File: config.mk
export PLATFORM = sky130hd
export DESIGN_NAME = pfp_packer
export DESIGN_NICKNAME = d
export VERILOG_FILES = /design/src/rtl/pfp_pkg.sv /design/src/rtl/pfp_fifo.sv /design/src/rtl/pfp_packer.sv
export SDC_FILE = /design/constraint.sdc
export NUM_CORES = 1
export LEC_CHECK = 0
export ABC_CLOCK_PERIOD_IN_PS = 3640
export BUFFER_PORTS_ARGS = -buffer_cell sky130_fd_sc_hd__clkbuf_2
export CORE_ASPECT_RATIO = 1.25
export CORE_MARGIN = 3
export CORE_UTILIZATION = 50
export DETAILED_ROUTE_END_ITERATION = 10
export PLACE_DENSITY = 0.69
export SYNTH_ARGS = -nofsm -noshare
export SYNTH_HDL_FRONTEND = slang
export SYNTH_SLANG_ARGS = --single-unit
File: constraint.sdc
create_clock -name ref_clk_i -period 3.64 [get_ports ref_clk_i]
set_input_delay 0.182 -clock ref_clk_i [delete_from_list [all_inputs] [get_ports ref_clk_i]]
set_output_delay 0.182 -clock ref_clk_i [all_outputs]
set_load 0.01 [all_outputs]
File: src/rtl/pfp_pkg.sv
// Package of constants and types for the pixel format packer
package pfp_pkg;
  localparam int PIX_W       = 12;
  localparam int BYTE_W      = 8;
  localparam int FIFO_DEPTH  = 4;
  localparam logic [7:0] CHROMA_ZERO = 8'h00;
  localparam logic [2:0] FMT_RESET   = 3'h0;
  // Output formats
  typedef enum logic [2:0] {
    PFP_FMT_MONO8  = 3'h0,
    PFP_FMT_PACK12 = 3'h1,
    PFP_FMT_UYVY   = 3'h2,
    PFP_FMT_YUYV   = 3'h3,
    PFP_FMT_RAWGB  = 3'h4
  } pfp_fmt_e;
  // Emitter states
  typedef enum logic [4:0] {
    PFP_ST_IDLE = 5'h01,
    PFP_ST_B0   = 5'h02,
    PFP_ST_B1   = 5'h04,
    PFP_ST_B2   = 5'h08,
    PFP_ST_B3   = 5'h10
  } pfp_state_e;
endpackage : pfp_pkg

File: src/rtl/pfp_fifo.sv
// Small byte FIFO with valid/ready on both sides
`timescale 1ns/100ps
`default_nettype none
module pfp_fifo #(
  parameter int WIDTH = 10,
  parameter int DEPTH = 4
) (
  // Clock and reset
  input  wire logic             ref_clk_i,
  input  wire logic             nrst_i,
  // Write side
  input  wire logic             wr_valid_i,
  output logic                  wr_ready_o,
  input  wire logic [WIDTH-1:0] wr_data_i,
  // Read side
  output logic                  rd_valid_o,
  input  wire logic             rd_ready_i,
  output logic [WIDTH-1:0]      rd_data_o
);
  localparam int AW = $clog2(DEPTH);
  logic [WIDTH-1:0] mem_r [DEPTH];
  logic [AW-1:0]    wp_r;
  logic [AW-1:0]    rp_r;
  logic [AW:0]      cnt_r;
  logic             push;
  logic             pop;

  assign wr_ready_o = (cnt_r != (AW+1)'(DEPTH));
  assign rd_valid_o = (cnt_r != '0);
  assign push       = wr_valid_i && wr_ready_o;
  assign pop        = rd_valid_o && rd_ready_i;
  assign rd_data_o  = mem_r[rp_r];

  always_ff @(posedge ref_clk_i) begin
    if (push) begin
      mem_r[wp_r] <= wr_data_i;
    end
  end

  always_ff @(posedge ref_clk_i or negedge nrst_i) begin
    if (!nrst_i) begin
      wp_r  <= '0;
      rp_r  <= '0;
      cnt_r <= '0;
    end else begin
      if (push) begin
        wp_r <= (wp_r == AW'(DEPTH-1)) ? '0 : wp_r + 1'b1;
      end
      if (pop) begin
        rp_r <= (rp_r == AW'(DEPTH-1)) ? '0 : rp_r + 1'b1;
      end
      cnt_r <= cnt_r + (AW+1)'(push) - (AW+1)'(pop);
    end
  end
endmodule // pfp_fifo
`default_nettype wire

File: src/rtl/pfp_packer.sv
// Pixel format packer: sensor pixels in, formatted byte stream out
`timescale 1ns/100ps
`default_nettype none
module pfp_packer #(
  parameter int PIX_W      = pfp_pkg::PIX_W,
  parameter int FIFO_DEPTH = pfp_pkg::FIFO_DEPTH
) (
  // Clock and reset
  input  wire logic             ref_clk_i,
  input  wire logic             nrst_i,
  // Format selection
  input  wire logic [2:0]       fmt_sel_i,
  output logic [2:0]            fmt_active_o,
  // Pixel input stream
  input  wire logic             pix_valid_i,
  output logic                  pix_ready_o,
  input  wire logic [PIX_W-1:0] pix_data_i,
  input  wire logic             pix_sof_i,
  input  wire logic             pix_sol_i,
  input  wire logic             pix_eol_i,
  // Byte output stream
  output logic                  byte_valid_o,
  input  wire logic             byte_ready_i,
  output logic [7:0]            byte_data_o,
  output logic                  byte_sof_o,
  output logic                  byte_eol_o,
  // Bayer site of the sample in flight (0 G, 1 B, 2 R)
  output logic [1:0]            raw_site_o
);
  //////////////////////////////////////////////////////////////////////////////
  // Declarations
  pfp_pkg::pfp_state_e st_r;
  logic [2:0]          fmt_r;
  logic [PIX_W-1:0]    even_r;
  logic [PIX_W-1:0]    odd_r;
  logic                sof_r;
  logic                eol_r;
  logic                line_odd_r;
  logic                col_odd_r;
  logic [1:0]          site_r;
  logic                take;
  logic                fifo_rdy;
  logic                pushv;
  logic [7:0]          pushd;
  logic                push_sof;
  logic                push_eol;
  logic [2:0]          fmt_now;
  logic [7:0]          y_even;
  logic [7:0]          y_odd;
  logic                pair_cmplt;
  logic                one_byte;

  //////////////////////////////////////////////////////////////////////////////
  // Input acceptance: only in idle, or when holding the even pixel of a pair
  assign pix_ready_o = (st_r == pfp_pkg::PFP_ST_IDLE);
  assign take        = pix_valid_i && pix_ready_o;
  assign fmt_now     = (take && pix_sof_i) ? fmt_sel_i : fmt_r;
  assign y_even      = even_r[PIX_W-1 -: 8];
  assign y_odd       = odd_r[PIX_W-1 -: 8];
  // Paired formats wait for the odd pixel unless the line ends early
  assign pair_cmplt  = col_odd_r;
  // One-byte formats keep every pixel in the even slot
  assign one_byte    = (fmt_now == pfp_pkg::PFP_FMT_MONO8) ||
                       (fmt_now == pfp_pkg::PFP_FMT_RAWGB);

  //////////////////////////////////////////////////////////////////////////////
  // Active format latched at frame start
  always_ff @(posedge ref_clk_i or negedge nrst_i) begin
    if (!nrst_i) begin
      fmt_r <= pfp_pkg::FMT_RESET;
    end else if (take && pix_sof_i) begin
      fmt_r <= fmt_sel_i;
    end
  end
  assign fmt_active_o = fmt_r;

  //////////////////////////////////////////////////////////////////////////////
  // Line and column parity, Bayer site tracking
  always_ff @(posedge ref_clk_i or negedge nrst_i) begin
    if (!nrst_i) begin
      line_odd_r <= 1'b0;
      col_odd_r  <= 1'b0;
      site_r     <= 2'h0;
    end else if (take) begin
      if (pix_sof_i) begin
        line_odd_r <= 1'b0;
        col_odd_r  <= 1'b1;
        site_r     <= 2'h0;
      end else if (pix_sol_i) begin
        line_odd_r <= ~line_odd_r;
        col_odd_r  <= 1'b1;
        site_r     <= line_odd_r ? 2'h0 : 2'h2;
      end else begin
        col_odd_r  <= ~col_odd_r;
        if (line_odd_r) begin
          site_r <= col_odd_r ? 2'h0 : 2'h2;
        end else begin
          site_r <= col_odd_r ? 2'h1 : 2'h0;
        end
      end
    end
  end
  assign raw_site_o = site_r;

  //////////////////////////////////////////////////////////////////////////////
  // Pixel capture
  always_ff @(posedge ref_clk_i or negedge nrst_i) begin
    if (!nrst_i) begin
      even_r <= '0;
      odd_r  <= '0;
      sof_r  <= 1'b0;
      eol_r  <= 1'b0;
    end else if (take) begin
      if (!col_odd_r || pix_sof_i || pix_sol_i || one_byte) begin
        even_r <= pix_data_i;
        odd_r  <= '0;
        sof_r  <= pix_sof_i;
      end else begin
        odd_r  <= pix_data_i;
      end
      eol_r <= pix_eol_i;
    end
  end

  //////////////////////////////////////////////////////////////////////////////
  // Byte emitter
  always_ff @(posedge ref_clk_i or negedge nrst_i) begin
    if (!nrst_i) begin
      st_r <= pfp_pkg::PFP_ST_IDLE;
    end else begin
      unique case (st_r)
        pfp_pkg::PFP_ST_IDLE: begin
          if (take) begin
            unique case (fmt_now)
              pfp_pkg::PFP_FMT_MONO8, pfp_pkg::PFP_FMT_RAWGB: begin
                st_r <= pfp_pkg::PFP_ST_B0;
              end
              default: begin
                // Even pixel of a pair waits for the odd one
                if ((pair_cmplt && !pix_sof_i && !pix_sol_i) || pix_eol_i) begin
                  st_r <= pfp_pkg::PFP_ST_B0;
                end
              end
            endcase
          end
        end
        pfp_pkg::PFP_ST_B0: begin
          if (fifo_rdy) begin
            if (fmt_r == pfp_pkg::PFP_FMT_MONO8 || fmt_r == pfp_pkg::PFP_FMT_RAWGB) begin
              st_r <= pfp_pkg::PFP_ST_IDLE;
            end else begin
              st_r <= pfp_pkg::PFP_ST_B1;
            end
          end
        end
        pfp_pkg::PFP_ST_B1: begin
          if (fifo_rdy) begin
            st_r <= pfp_pkg::PFP_ST_B2;
          end
        end
        pfp_pkg::PFP_ST_B2: begin
          if (fifo_rdy) begin
            st_r <= (fmt_r == pfp_pkg::PFP_FMT_PACK12) ? pfp_pkg::PFP_ST_IDLE
                                                      : pfp_pkg::PFP_ST_B3;
          end
        end
        pfp_pkg::PFP_ST_B3: begin
          if (fifo_rdy) begin
            st_r <= pfp_pkg::PFP_ST_IDLE;
          end
        end
        default: st_r <= pfp_pkg::PFP_ST_IDLE;
      endcase
    end
  end

  //////////////////////////////////////////////////////////////////////////////
  // Byte selection per state and format
  always_comb begin
    pushv    = (st_r != pfp_pkg::PFP_ST_IDLE);
    pushd    = 8'h00;
    push_sof = 1'b0;
    push_eol = 1'b0;
    unique case (st_r)
      pfp_pkg::PFP_ST_B0: begin
        push_sof = sof_r;
        unique case (fmt_r)
          pfp_pkg::PFP_FMT_PACK12: pushd = even_r[11:4];
          pfp_pkg::PFP_FMT_UYVY:   pushd = pfp_pkg::CHROMA_ZERO;
          pfp_pkg::PFP_FMT_YUYV:   pushd = y_even;
          default:                 pushd = even_r[PIX_W-1 -: 8];
        endcase
        if (fmt_r == pfp_pkg::PFP_FMT_MONO8 || fmt_r == pfp_pkg::PFP_FMT_RAWGB) begin
          push_eol = eol_r;
        end
      end
      pfp_pkg::PFP_ST_B1: begin
        unique case (fmt_r)
          pfp_pkg::PFP_FMT_PACK12: pushd = {odd_r[3:0], even_r[3:0]};
          pfp_pkg::PFP_FMT_UYVY:   pushd = y_even;
          default:                 pushd = pfp_pkg::CHROMA_ZERO;
        endcase
      end
      pfp_pkg::PFP_ST_B2: begin
        unique case (fmt_r)
          pfp_pkg::PFP_FMT_PACK12: pushd = odd_r[11:4];
          pfp_pkg::PFP_FMT_UYVY:   pushd = pfp_pkg::CHROMA_ZERO;
          default:                 pushd = y_odd;
        endcase
        push_eol = eol_r && (fmt_r == pfp_pkg::PFP_FMT_PACK12);
      end
      pfp_pkg::PFP_ST_B3: begin
        pushd    = (fmt_r == pfp_pkg::PFP_FMT_UYVY) ? y_odd : pfp_pkg::CHROMA_ZERO;
        push_eol = eol_r;
      end
      default: begin
        pushv = 1'b0;
      end
    endcase
  end

  //////////////////////////////////////////////////////////////////////////////
  // Output buffer
  pfp_fifo #(
    .WIDTH (10),
    .DEPTH (FIFO_DEPTH)
  ) u_fifo (
    .ref_clk_i  (ref_clk_i),
    .nrst_i     (nrst_i),
    .wr_valid_i (pushv),
    .wr_ready_o (fifo_rdy),
    .wr_data_i  ({push_sof, push_eol, pushd}),
    .rd_valid_o (byte_valid_o),
    .rd_ready_i (byte_ready_i),
    .rd_data_o  ({byte_sof_o, byte_eol_o, byte_data_o})
  );

  //////////////////////////////////////////////////////////////////////////////
  // Checks
  AST_PACK_B0: assert property (@(posedge ref_clk_i) disable iff (!nrst_i)
    (st_r == pfp_pkg::PFP_ST_B0 && fmt_r == pfp_pkg::PFP_FMT_PACK12) |-> pushd == even_r[11:4])
    else $error("packed first byte wrong");
  AST_PACK_B1: assert property (@(posedge ref_clk_i) disable iff (!nrst_i)
    (st_r == pfp_pkg::PFP_ST_B1 && fmt_r == pfp_pkg::PFP_FMT_PACK12)
      |-> pushd == {odd_r[3:0], even_r[3:0]})
    else $error("packed middle byte wrong");
  AST_PACK_B2: assert property (@(posedge ref_clk_i) disable iff (!nrst_i)
    (st_r == pfp_pkg::PFP_ST_B2 && fmt_r == pfp_pkg::PFP_FMT_PACK12) |-> pushd == odd_r[11:4])
    else $error("packed third byte wrong");
  AST_PACK_THREE: assert property (@(posedge ref_clk_i) disable iff (!nrst_i)
    (st_r == pfp_pkg::PFP_ST_B2 && fifo_rdy && fmt_r == pfp_pkg::PFP_FMT_PACK12)
      |=> st_r == pfp_pkg::PFP_ST_IDLE)
    else $error("packed group not three bytes");
  AST_CHROMA_ZERO: assert property (@(posedge ref_clk_i) disable iff (!nrst_i)
    (fmt_r == pfp_pkg::PFP_FMT_YUYV && (st_r == pfp_pkg::PFP_ST_B1 || st_r == pfp_pkg::PFP_ST_B3))
      |-> pushd == 8'h00)
    else $error("chroma not zero");
  AST_LUMA: assert property (@(posedge ref_clk_i) disable iff (!nrst_i)
    (fmt_r == pfp_pkg::PFP_FMT_UYVY && st_r == pfp_pkg::PFP_ST_B1) |-> pushd == y_even)
    else $error("luma not brightness");
  AST_RAW_BYTE: assert property (@(posedge ref_clk_i) disable iff (!nrst_i)
    (take && fmt_now == pfp_pkg::PFP_FMT_RAWGB)
      |=> st_r == pfp_pkg::PFP_ST_B0 && pushd == $past(pix_data_i[PIX_W-1 -: 8]))
    else $error("raw byte not sensor value");
  AST_FMT_HOLD: assert property (@(posedge ref_clk_i) disable iff (!nrst_i)
    !(take && pix_sof_i) |=> fmt_r == $past(fmt_r))
    else $error("format changed mid frame");
  AST_SITE_ODD: assert property (@(posedge ref_clk_i) disable iff (!nrst_i)
    (take && pix_sol_i && !pix_sof_i && !line_odd_r) |=> site_r == 2'h2)
    else $error("odd line not red first");

  //////////////////////////////////////////////////////////////////////////////
  // Group length tracking for the checks
  logic [2:0] grp_cnt_r;
  logic       grp_end;

  always_ff @(posedge ref_clk_i or negedge nrst_i) begin
    if (!nrst_i) begin
      grp_cnt_r <= 3'h0;
    end else if (st_r == pfp_pkg::PFP_ST_IDLE) begin
      grp_cnt_r <= 3'h0;
    end else if (pushv && fifo_rdy) begin
      grp_cnt_r <= grp_cnt_r + 3'h1;
    end
  end
  // First idle cycle after a group: count must match the format
  assign grp_end = (st_r == pfp_pkg::PFP_ST_IDLE) && (grp_cnt_r != 3'h0);

  AST_GROUP_PACK: assert property (@(posedge ref_clk_i) disable iff (!nrst_i)
    (grp_end && fmt_r == pfp_pkg::PFP_FMT_PACK12)
      |-> grp_cnt_r == 3'h3)
    else $error("packed group length wrong");
  AST_GROUP_422: assert property (@(posedge ref_clk_i) disable iff (!nrst_i)
    (grp_end && (fmt_r == pfp_pkg::PFP_FMT_UYVY || fmt_r == pfp_pkg::PFP_FMT_YUYV))
      |-> grp_cnt_r == 3'h4)
    else $error("subsampled group length wrong");
  AST_GROUP_ONE: assert property (@(posedge ref_clk_i) disable iff (!nrst_i)
    (grp_end && (fmt_r == pfp_pkg::PFP_FMT_MONO8 || fmt_r == pfp_pkg::PFP_FMT_RAWGB))
      |-> grp_cnt_r == 3'h1)
    else $error("one byte format group length wrong");
  AST_SITE_SOF: assert property (@(posedge ref_clk_i) disable iff (!nrst_i)
    (take && pix_sof_i) |=> site_r == 2'h0 && !line_odd_r)
    else $error("frame not green first");
  AST_SITE_EVEN: assert property (@(posedge ref_clk_i) disable iff (!nrst_i)
    (take && !pix_sof_i && !pix_sol_i && !line_odd_r)
      |=> site_r == (($past(site_r) == 2'h0) ? 2'h1 : 2'h0))
    else $error("even line not green blue");
  AST_SITE_ODDLN: assert property (@(posedge ref_clk_i) disable iff (!nrst_i)
    (take && !pix_sof_i && !pix_sol_i && line_odd_r)
      |=> site_r == (($past(site_r) == 2'h2) ? 2'h0 : 2'h2))
    else $error("odd line not red green");
  AST_CHROMA_UYVY: assert property (@(posedge ref_clk_i) disable iff (!nrst_i)
    (fmt_r == pfp_pkg::PFP_FMT_UYVY && (st_r == pfp_pkg::PFP_ST_B0 || st_r == pfp_pkg::PFP_ST_B2))
      |-> pushd == 8'h00)
    else $error("chroma not zero");
  AST_MONO_BYTE: assert property (@(posedge ref_clk_i) disable iff (!nrst_i)
    (take && fmt_now == pfp_pkg::PFP_FMT_MONO8)
      |=> st_r == pfp_pkg::PFP_ST_B0 && pushd == $past(pix_data_i[PIX_W-1 -: 8]))
    else $error("mono byte not brightness");
  AST_BYTE_HOLD: assert property (@(posedge ref_clk_i) disable iff (!nrst_i)
    (byte_valid_o && !byte_ready_i) |=> byte_valid_o && $stable(byte_data_o))
    else $error("output byte not held");
  COV_PACK:  cover property (@(posedge ref_clk_i) fmt_r == pfp_pkg::PFP_FMT_PACK12
    && st_r == pfp_pkg::PFP_ST_B2 && fifo_rdy);
  COV_UYVY:  cover property (@(posedge ref_clk_i) fmt_r == pfp_pkg::PFP_FMT_UYVY
    && st_r == pfp_pkg::PFP_ST_B3 && fifo_rdy);
  COV_RAW:   cover property (@(posedge ref_clk_i) site_r == 2'h2 && take);
  COV_FULL:  cover property (@(posedge ref_clk_i) pushv && !fifo_rdy);
  COV_YUYV:  cover property (@(posedge ref_clk_i) fmt_r == pfp_pkg::PFP_FMT_YUYV
    && st_r == pfp_pkg::PFP_ST_B3 && fifo_rdy);
endmodule // pfp_packer
`default_nettype wire

==> results of run 1 <==
[area by class of cell]
cell class | count | share of cell area (%)
Clock buffer | 9 | 2.924
Tap cell | 90 | 2.658
Sequential cell | 85 | 54.96
Multi-Input combinational cell | 162 | 31.16
Clock inverter | 7 | 1.447
Inverter | 20 | 1.772
Timing Repair Buffer | 41 | 5.080
[critical path, delay by kind of cell (launching register included)]
kind | cells | cell delay [ns]
mux | 1 | 0.35
flops | 1 | 0.52
simple gates | 4 | 1.32
[kinds of logic after synthesis]
logic type / after synthesis / share of synthesized area [%]
xor+xnor: 3 / 0.6902
simple gates: 89 / 11.80
compound gates: 33 / 6.868
fa+ha+maj: 8 / 2.826
mux: 29 / 12.49
buf+inv: 33 / 4.173
flops: 85 / 61.16
[state kept, by name, summed over array words and instances (netlist names), named ones only]
register,flops
u_fifo.mem_r,40
u_fifo.cnt_r,3
st_r,5
odd_r,12
fmt_active_o,2
col_odd_r,1
u_fifo.wp_r,2
sof_r,1
even_r,12
eol_r,1
raw_site_o,2
line_odd_r,1
u_fifo.rp_r,2
[stage by stage]
stage                     area, µm²  total power (W)
final                          4237         0.003182
after global routing           4237         0.003382
after CTS                      4237         0.003215
after detailed placement       4041         0.002593
after global placement         4041         0.002558
after floorplan                3807         0.002307
[placed cells by master (no fill, tap or decap), types with 2 or more instances in the layout]
cell	instances
dfrtp_1	44
edfxtp_1	40
nand2_1	39
clkbuf_2	38
inv_1	19
nor2_1	14
nand3_1	13
mux4_2	10
mux2_4	10
clkbuf_8	9
mux2_2	8
a222oi_1	8
a21oi_1	7
ha_1	7
o21ai_0	5
and3_1	4
inv_6	4
nor3_1	3
or3_1	2
xnor2_1	2
nand3b_1	2
nor3b_1	2
a21o_1	2
o31ai_1	2
clkinvlp_4	2
buf_4	2
[worst paths after layout]
check,from,endpoint,slack [ns],depth (start not counted)
worst max-delay path,st_r[1],even_r[11],1.33,5
worst min-delay path,pix_data_i[8],odd_r[8],0.04,3
worst max register to register,st_r[1],even_r[11],1.33,5
worst min register to register,odd_r[6],odd_r[6],0.48,2
max in group asynchronous,nrst_i,st_r[0],2.64,3
min in group asynchronous,nrst_i,fmt_active_o[1],0.24,2
[layer usage]
| layer | wire length (µm) | vias to the layer above | track usage [%] | share of wire, % |
|---|---|---|---|---|
| met1 | 3064 | 1145 | 22.81 | 45 |
| met4 | 165 | 0 | 8.276 | 2.4 |
| met2 | 3317 | 60 | 26.07 | 49 |
| met3 | 278 | 13 | 2.462 | 4.1 |
| li1 | - | 1100 | - | - |
| met5 | 0 | - | 0 | 0 |
[power by group through the flow]
stage	combinational [W]	sequential (W)	clock (W)
after detailed placement	0.00102	0.00157	0
after CTS	0.00103	0.00155	0.000641
after global placement	0.000996	0.00156	0
after global routing	0.00113	0.00158	0.000673
after floorplan	0.000873	0.00143	0
final	0.00101	0.00155	0.000626
[repair_timing]
| action | CTS | global route |
|---|---|---|
| hold buffers | 1 | 0 |
| setup endpoints to repair | 0 | 0 |
| hold endpoints to repair | 11 | 0 |
==> impl_results.md, run 1 <==
* Dpl ws at 1.316 ns
* Grt ovf at 0
* VDD IR-drop max at 0.4345 mV
* Final setup vio count at 0
* Clock slew at reported path FFs at 0.10 ns
* Post-cts sizing count at 0
* Port buffer count at 38
* Post-DP HPWL at 4791 µm
* Root Buffer: clkbuf_8
* Post-synthesis register bit count at 85
* Status: complete, no violations
* Reg area at 2328 µm²
* Slew HR at 43.31%
* Total I/O pin count at 39
* Number of flops mapped to enable cells by yosys at 40
* Worst-path fanout max at 21
* Unrepaired setup endpoints after global routing: no
* Placed cells at 397
* Total GRT Usage at 16.69%
* Routability cong. at 0.8509
* Leading post-synthesis cells by cell area: edfxtp_1 (32%), dfrtp_1 (29%), mux4_2 (5.9%)
* Skew final at 0.01218 ns
* Tightest Pin Transition at 0.8503 ns
* Static leakage at 1.878 nW
* Required time of the critical path at 3.88 ns
* Worst path arrival time at 2.55 ns
* Yosys warnings at 0
* Psw at 0.001123 W
* Final hold viol count at 0
* Residual DRC count at 0
* Final core utilization at 58.93%
* Vias per cell at 5.599
* CTS tree: done
* Crit path kind: reg -> reg
* CTS Buffer Depth at 2
* Routed len/inst at 16.49 µm
* Critical path cell sequence: nor3_4, and3b_1, nand2_1, nor2_1, mux2_2
* Slowest stage delay, CP at 0.52 ns
* Post-synthesis sequential area ratio at 61.16%
* Ys flop type: dfrtp_1
* CP Launch Type: flop
* Syn avg cell area at 13.60 µm²
* Total number of vias at 2318
* Max Fclk at 0.4324 GHz
* Critical path's slowest cell: dfrtp_1
* 1st-iter DRT viols at 139
* CP Capture Type: flop
* Multi-input gate area at 1320 µm²
* Setup repair bufs after CTS at 0
* Post-synth top cells: dfrtp_1 (44), edfxtp_1 (40), nand2_1 (39)
* Period utilization at 63.54%
* Fin cells at 414
* Cell internal pwr at 0.002059 W
* Proportion of power drawn by the clock network at 19.7%
* Die area at 8705 µm²
* Final #Nets at 349
* Switching part of the total power at 35.30%
* Number of global-route vias before repair at 2297
* Power Density at 751.1 nW/µm²
* Worst setup margin at 1.327 ns
* CTS buffer count at 9
* Synthesized instance count at 280
* Top-count cell post-synth: dfrtp_1
* Fin Hold WS at 0.04294 ns
* Syn Nets at 310
* Die Y at 103.6 µm
* Starting density of the core at 52.96%
* Layout cells sized above 1 at 28.70%
* H-tree depth at 3
* Final WL at 6825 µm
* First-pass GRT wire length at 11540 µm
* # diodes at 0
* Cell Area, Synth at 3807 µm²
* Shortest period the worst path allows at 2.313 ns
* Synth cell types at 49
* Comb pwr share at 31.7%
* Sink Count at 85
* Slew Limit Fails at 0
* Syn-to-layout area delta at 11.27%
* Core area at 7189 µm²
* Num rows at 34
* Sequential Power Share at 48.6%
* Fillers at 574
* Final ANT Viol Nets at 0
* Post-synth top area cell: edfxtp_1
* Min-delay worst type: in -> reg
* Area share of the largest cell type after synthesis at 31.55%
* FFs w/ async S/R, synth at 52.94%
* Setup TNS at 0 ns
* Chip Width at 84.05 µm
* Max-Cap Viols at 0
* Clk Latency, worst-skew pair at 0.36 ns
* DR pass1 iterations at 7
* Initial antenna violation count at 0
* Pin count of the biggest net entering global routing at 35
No activity file was read; power rests on OpenSTA's default activity.
==> run 2, diff against run 1 <==
--- a/config.mk
+++ b/config.mk
@@ -5,13 +5,13 @@
 export SDC_FILE = /design/constraint.sdc
 export NUM_CORES = 1
 export LEC_CHECK = 0
-export ABC_CLOCK_PERIOD_IN_PS = 3640
+export ABC_CLOCK_PERIOD_IN_PS = 1900
 export BUFFER_PORTS_ARGS = -buffer_cell sky130_fd_sc_hd__clkbuf_2
 export CORE_ASPECT_RATIO = 1.25
 export CORE_MARGIN = 3
 export CORE_UTILIZATION = 50
 export DETAILED_ROUTE_END_ITERATION = 10
-export PLACE_DENSITY = 0.69
+export PLACE_DENSITY = 0.72
 export SYNTH_ARGS = -nofsm -noshare
 export SYNTH_HDL_FRONTEND = slang
 export SYNTH_SLANG_ARGS = --single-unit
==> constraint.sdc (replaced) <==
create_clock -name ref_clk_i -period 1.9 [get_ports ref_clk_i]
set_input_delay 0.095 -clock ref_clk_i [delete_from_list [all_inputs] [get_ports ref_clk_i]]
set_output_delay 0.095 -clock ref_clk_i [all_outputs]
set_load 0.01 [all_outputs]
==> impl_results.md, run 2 (synthesized netlist as in run 1, its figures left out) <==
* Status: finished, violations left
* Failing checks: setup timing
* Num rows at 34 (unchanged)
* Reg with most FFs: u_fifo.mem_r
* Number of global-route vias before repair at 2639 (+15%)
* Root Buffer: clkbuf_8
* Fin Hold WS at 0.01743 ns (-0.02551 ns)
* Skew final at 0.01019 ns (-0.001987 ns)
* Routed len/inst at 16.48 µm (about the same)
* Power Density at 1424 nW/µm² (+90%)
* Routability cong. at 0.8011 (-5.9%)
* Fin cells at 469 (+13%)
* Hold path startpoint: pix_data_i[4]
* CTS Buffer Depth at 2 (unchanged)
* Final #Nets at 404 (+16%)
* R2r startpoint: st_r[2]
* Total number of vias at 2576 (+11%)
* Placed cells at 424 (+6.8%)
* Slew HR at 55.24% (+12 points)
* Slew Limit Fails at 0 (unchanged)
* First-pass GRT wire length at 12830 µm (+11%)
* Clk Latency, worst-skew pair at 0.34 ns (-0.02 ns)
* Final setup vio count at 40 (+40)
* Final WL at 7727 µm (+13%)
* Syn-to-layout area delta at 27.93%
* CP Capture Type: flop
* # diodes at 0 (unchanged)
* Die Y at 103.6 µm (unchanged)
* Psw at 0.002317 W (+110%)
* Vias per cell at 5.493 (-1.9%)
* 1st-iter DRT viols at 113 (-19%)
* Chip Width at 84.05 µm (unchanged)
* CTS buffer count at 9 (unchanged)
* Max Fclk at 0.5002 GHz (+16%)
* Switching part of the total power at 33.41% (-1.9 points)
* Pin count of the biggest net entering global routing at 46 (+31%)
* Tightest Pin Transition at 0.6662 ns (-0.1841 ns)
* Clock slew at reported path FFs at 0.09 ns (about the same)
* Required time of the critical path at 2.15 ns (-1.73 ns)
* Total GRT Usage at 18.40% (+1.7 points)
* Residual DRC count at 0 (unchanged)
* Max reg flops at 40 (unchanged)
* Total I/O pin count at 39 (unchanged)
* Slowest stage delay, CP at 0.52 ns (about the same)
* DR pass1 iterations at 6 (-1)
* Layout cells sized above 1 at 41.16% (+12 points)
* Worst-path fanout max at 4 (-81%)
* Port buffer count at 38 (unchanged)
* Post-DP HPWL at 5081 µm (+6.0%)
* Grt ovf at 0 (unchanged)
* Initial antenna violation count at 0 (unchanged)
* Worst setup margin at -0.09931 ns (-1.426 ns)
* CTS tree: done
* Max-Cap Viols at 0 (unchanged)
* Worst path arrival time at 2.25 ns (-0.30 ns)
* Biggest regs: u_fifo.mem_r (40), even_r (12), odd_r (12)
* Final hold viol count at 0 (unchanged)
* Comb pwr share at 41.4% (+9.7 points)
* H-tree depth at 3 (unchanged)
* Worst setup path startpoint: st_r[2]
* Min-delay worst type: in -> reg
* Core area at 7189 µm² (unchanged)
* Cell internal pwr at 0.004617 W (+120%)
* Fillers at 523 (-8.9%)
* Critical path's slowest cell: fa_2
* Critical path cell sequence: nor4b_4, a221oi_2, nor2_1, and2_4, ha_4, inv_2, fa_2, inv_2
* VDD IR-drop max at 0.7549 mV (+74%)
* Shortest period the worst path allows at 1.999 ns (-0.3136 ns)
* Starting density of the core at 52.96% (unchanged)
* Crit path kind: reg -> reg
* Sequential Power Share at 40.6% (-8.0 points)
* Commonest cells after routing, fill and taps aside: dfrtp_1 (40), edfxtp_1 (40), clkbuf_2 (38), nand2_1 (37), buf_4 (34)
* Final ANT Viol Nets at 0 (unchanged)
* Die area at 8705 µm² (unchanged)
* CP dominant cell by count: inv_2
* CP Launch Type: flop
* Period utilization at 105.2% (+42 points)
* Static leakage at 2.166 nW (+15%)
* Proportion of power drawn by the clock network at 18.0% (-1.7 points)
* Sink Count at 85 (unchanged)
* Unrepaired setup endpoints after global routing: yes
[run 2: cell count changes in the layout (fill, tap and decap cells not counted), sizes merged]
cell,previous run,this run
clkinvlp,2,3
inv,25,22
bufinv,0,1
dlygate4sd3,1,17
clkinv,0,1
buf,2,40
clkbuf,47,48
[run 2: layer usage]
layer / GRT usage, % / vias to the layer above / routed length (µm)
li1: - / 1208 / -
met1: 22.76 / 1281 / 3149
met2: 31.60 / 71 / 4122
met3: 2.939 / 16 / 293
met4: 8.046 / 0 / 161
met5: 0 / - / 0
[run 2: power by group through the flow]
| stage | clock, W | combinational (W) | sequential (W) |
|---|---|---|---|
| after floorplan | 0 | 0.00173 | 0.00275 |
| after global placement | 0 | 0.00250 | 0.00283 |
| after detailed placement | 0 | 0.00256 | 0.00283 |
| after CTS | 0.00127 | 0.00271 | 0.00280 |
| after global routing | 0.00134 | 0.00314 | 0.00288 |
| final | 0.00125 | 0.00287 | 0.00282 |
[run 2: cell type report]
cell class                      count  area, µm²  share of cell area [%]
Timing Repair Buffer               96      716.9                   14.72
Clock buffer                        9      123.9                   2.543
Sequential cell                    85       2333                   47.91
Tap cell                           90      112.6                   2.312
Inverter                           20      75.07                   1.541
Clock inverter                      7      73.82                   1.516
Multi-Input combinational cell    162       1435                   29.46
[run 2: final timing paths]
path	end	slack [ns]	depth (start not counted)
setup / recovery	u_fifo.cnt_r[1]	-0.1	8
hold / removal	odd_r[4]	0.02	3
setup reg to reg	u_fifo.cnt_r[1]	-0.1	8
hold reg to reg	odd_r[1]	0.48	2
max in group asynchronous	st_r[2]	1.11	3
min in group asynchronous	u_fifo.wp_r[1]	0.37	3
[run 2: timing repair]
item                                   in CTS  in global routing
gates resized for setup                    17                 10
pin swaps                                   6                  6
cloned                                      0                  1
hold buffers                               17                  0
endpoints found under the hold margin      67                  0
setup buffers                               7                  5
setup endpoints to repair                  75                 94
[run 2: stage by stage]
stage	worst slack, ns	setup TNS, ns	utilization (%)	total power (W)	cell area [µm²]
5_1_grt	-0.1846	-5.585	67.75	0.007352	4871
3_5_place_dp	-0.1882	-11.37	59.89	0.005391	4305
2_1_floorplan	-0.1068	-0.1439	-	0.004485	3862
6_report	-0.09931	-0.8583	67.75	0.006934	4871
3_3_place_gp	-0.1033	-5.845	59.89	0.005331	4305
4_1_cts	-0.07340	-0.07904	66.45	0.006788	4777
[run 2: worst max-delay path: cells and delay by family (launching register included)]
kind | cells | cell delay, ns
adders and majority gates | 2 | 0.64
AOI/OAI and AO/OA | 1 | 0.07
and+or+nand+nor | 3 | 0.67
DFF | 1 | 0.47
buffers and inverters | 2 | 0.06
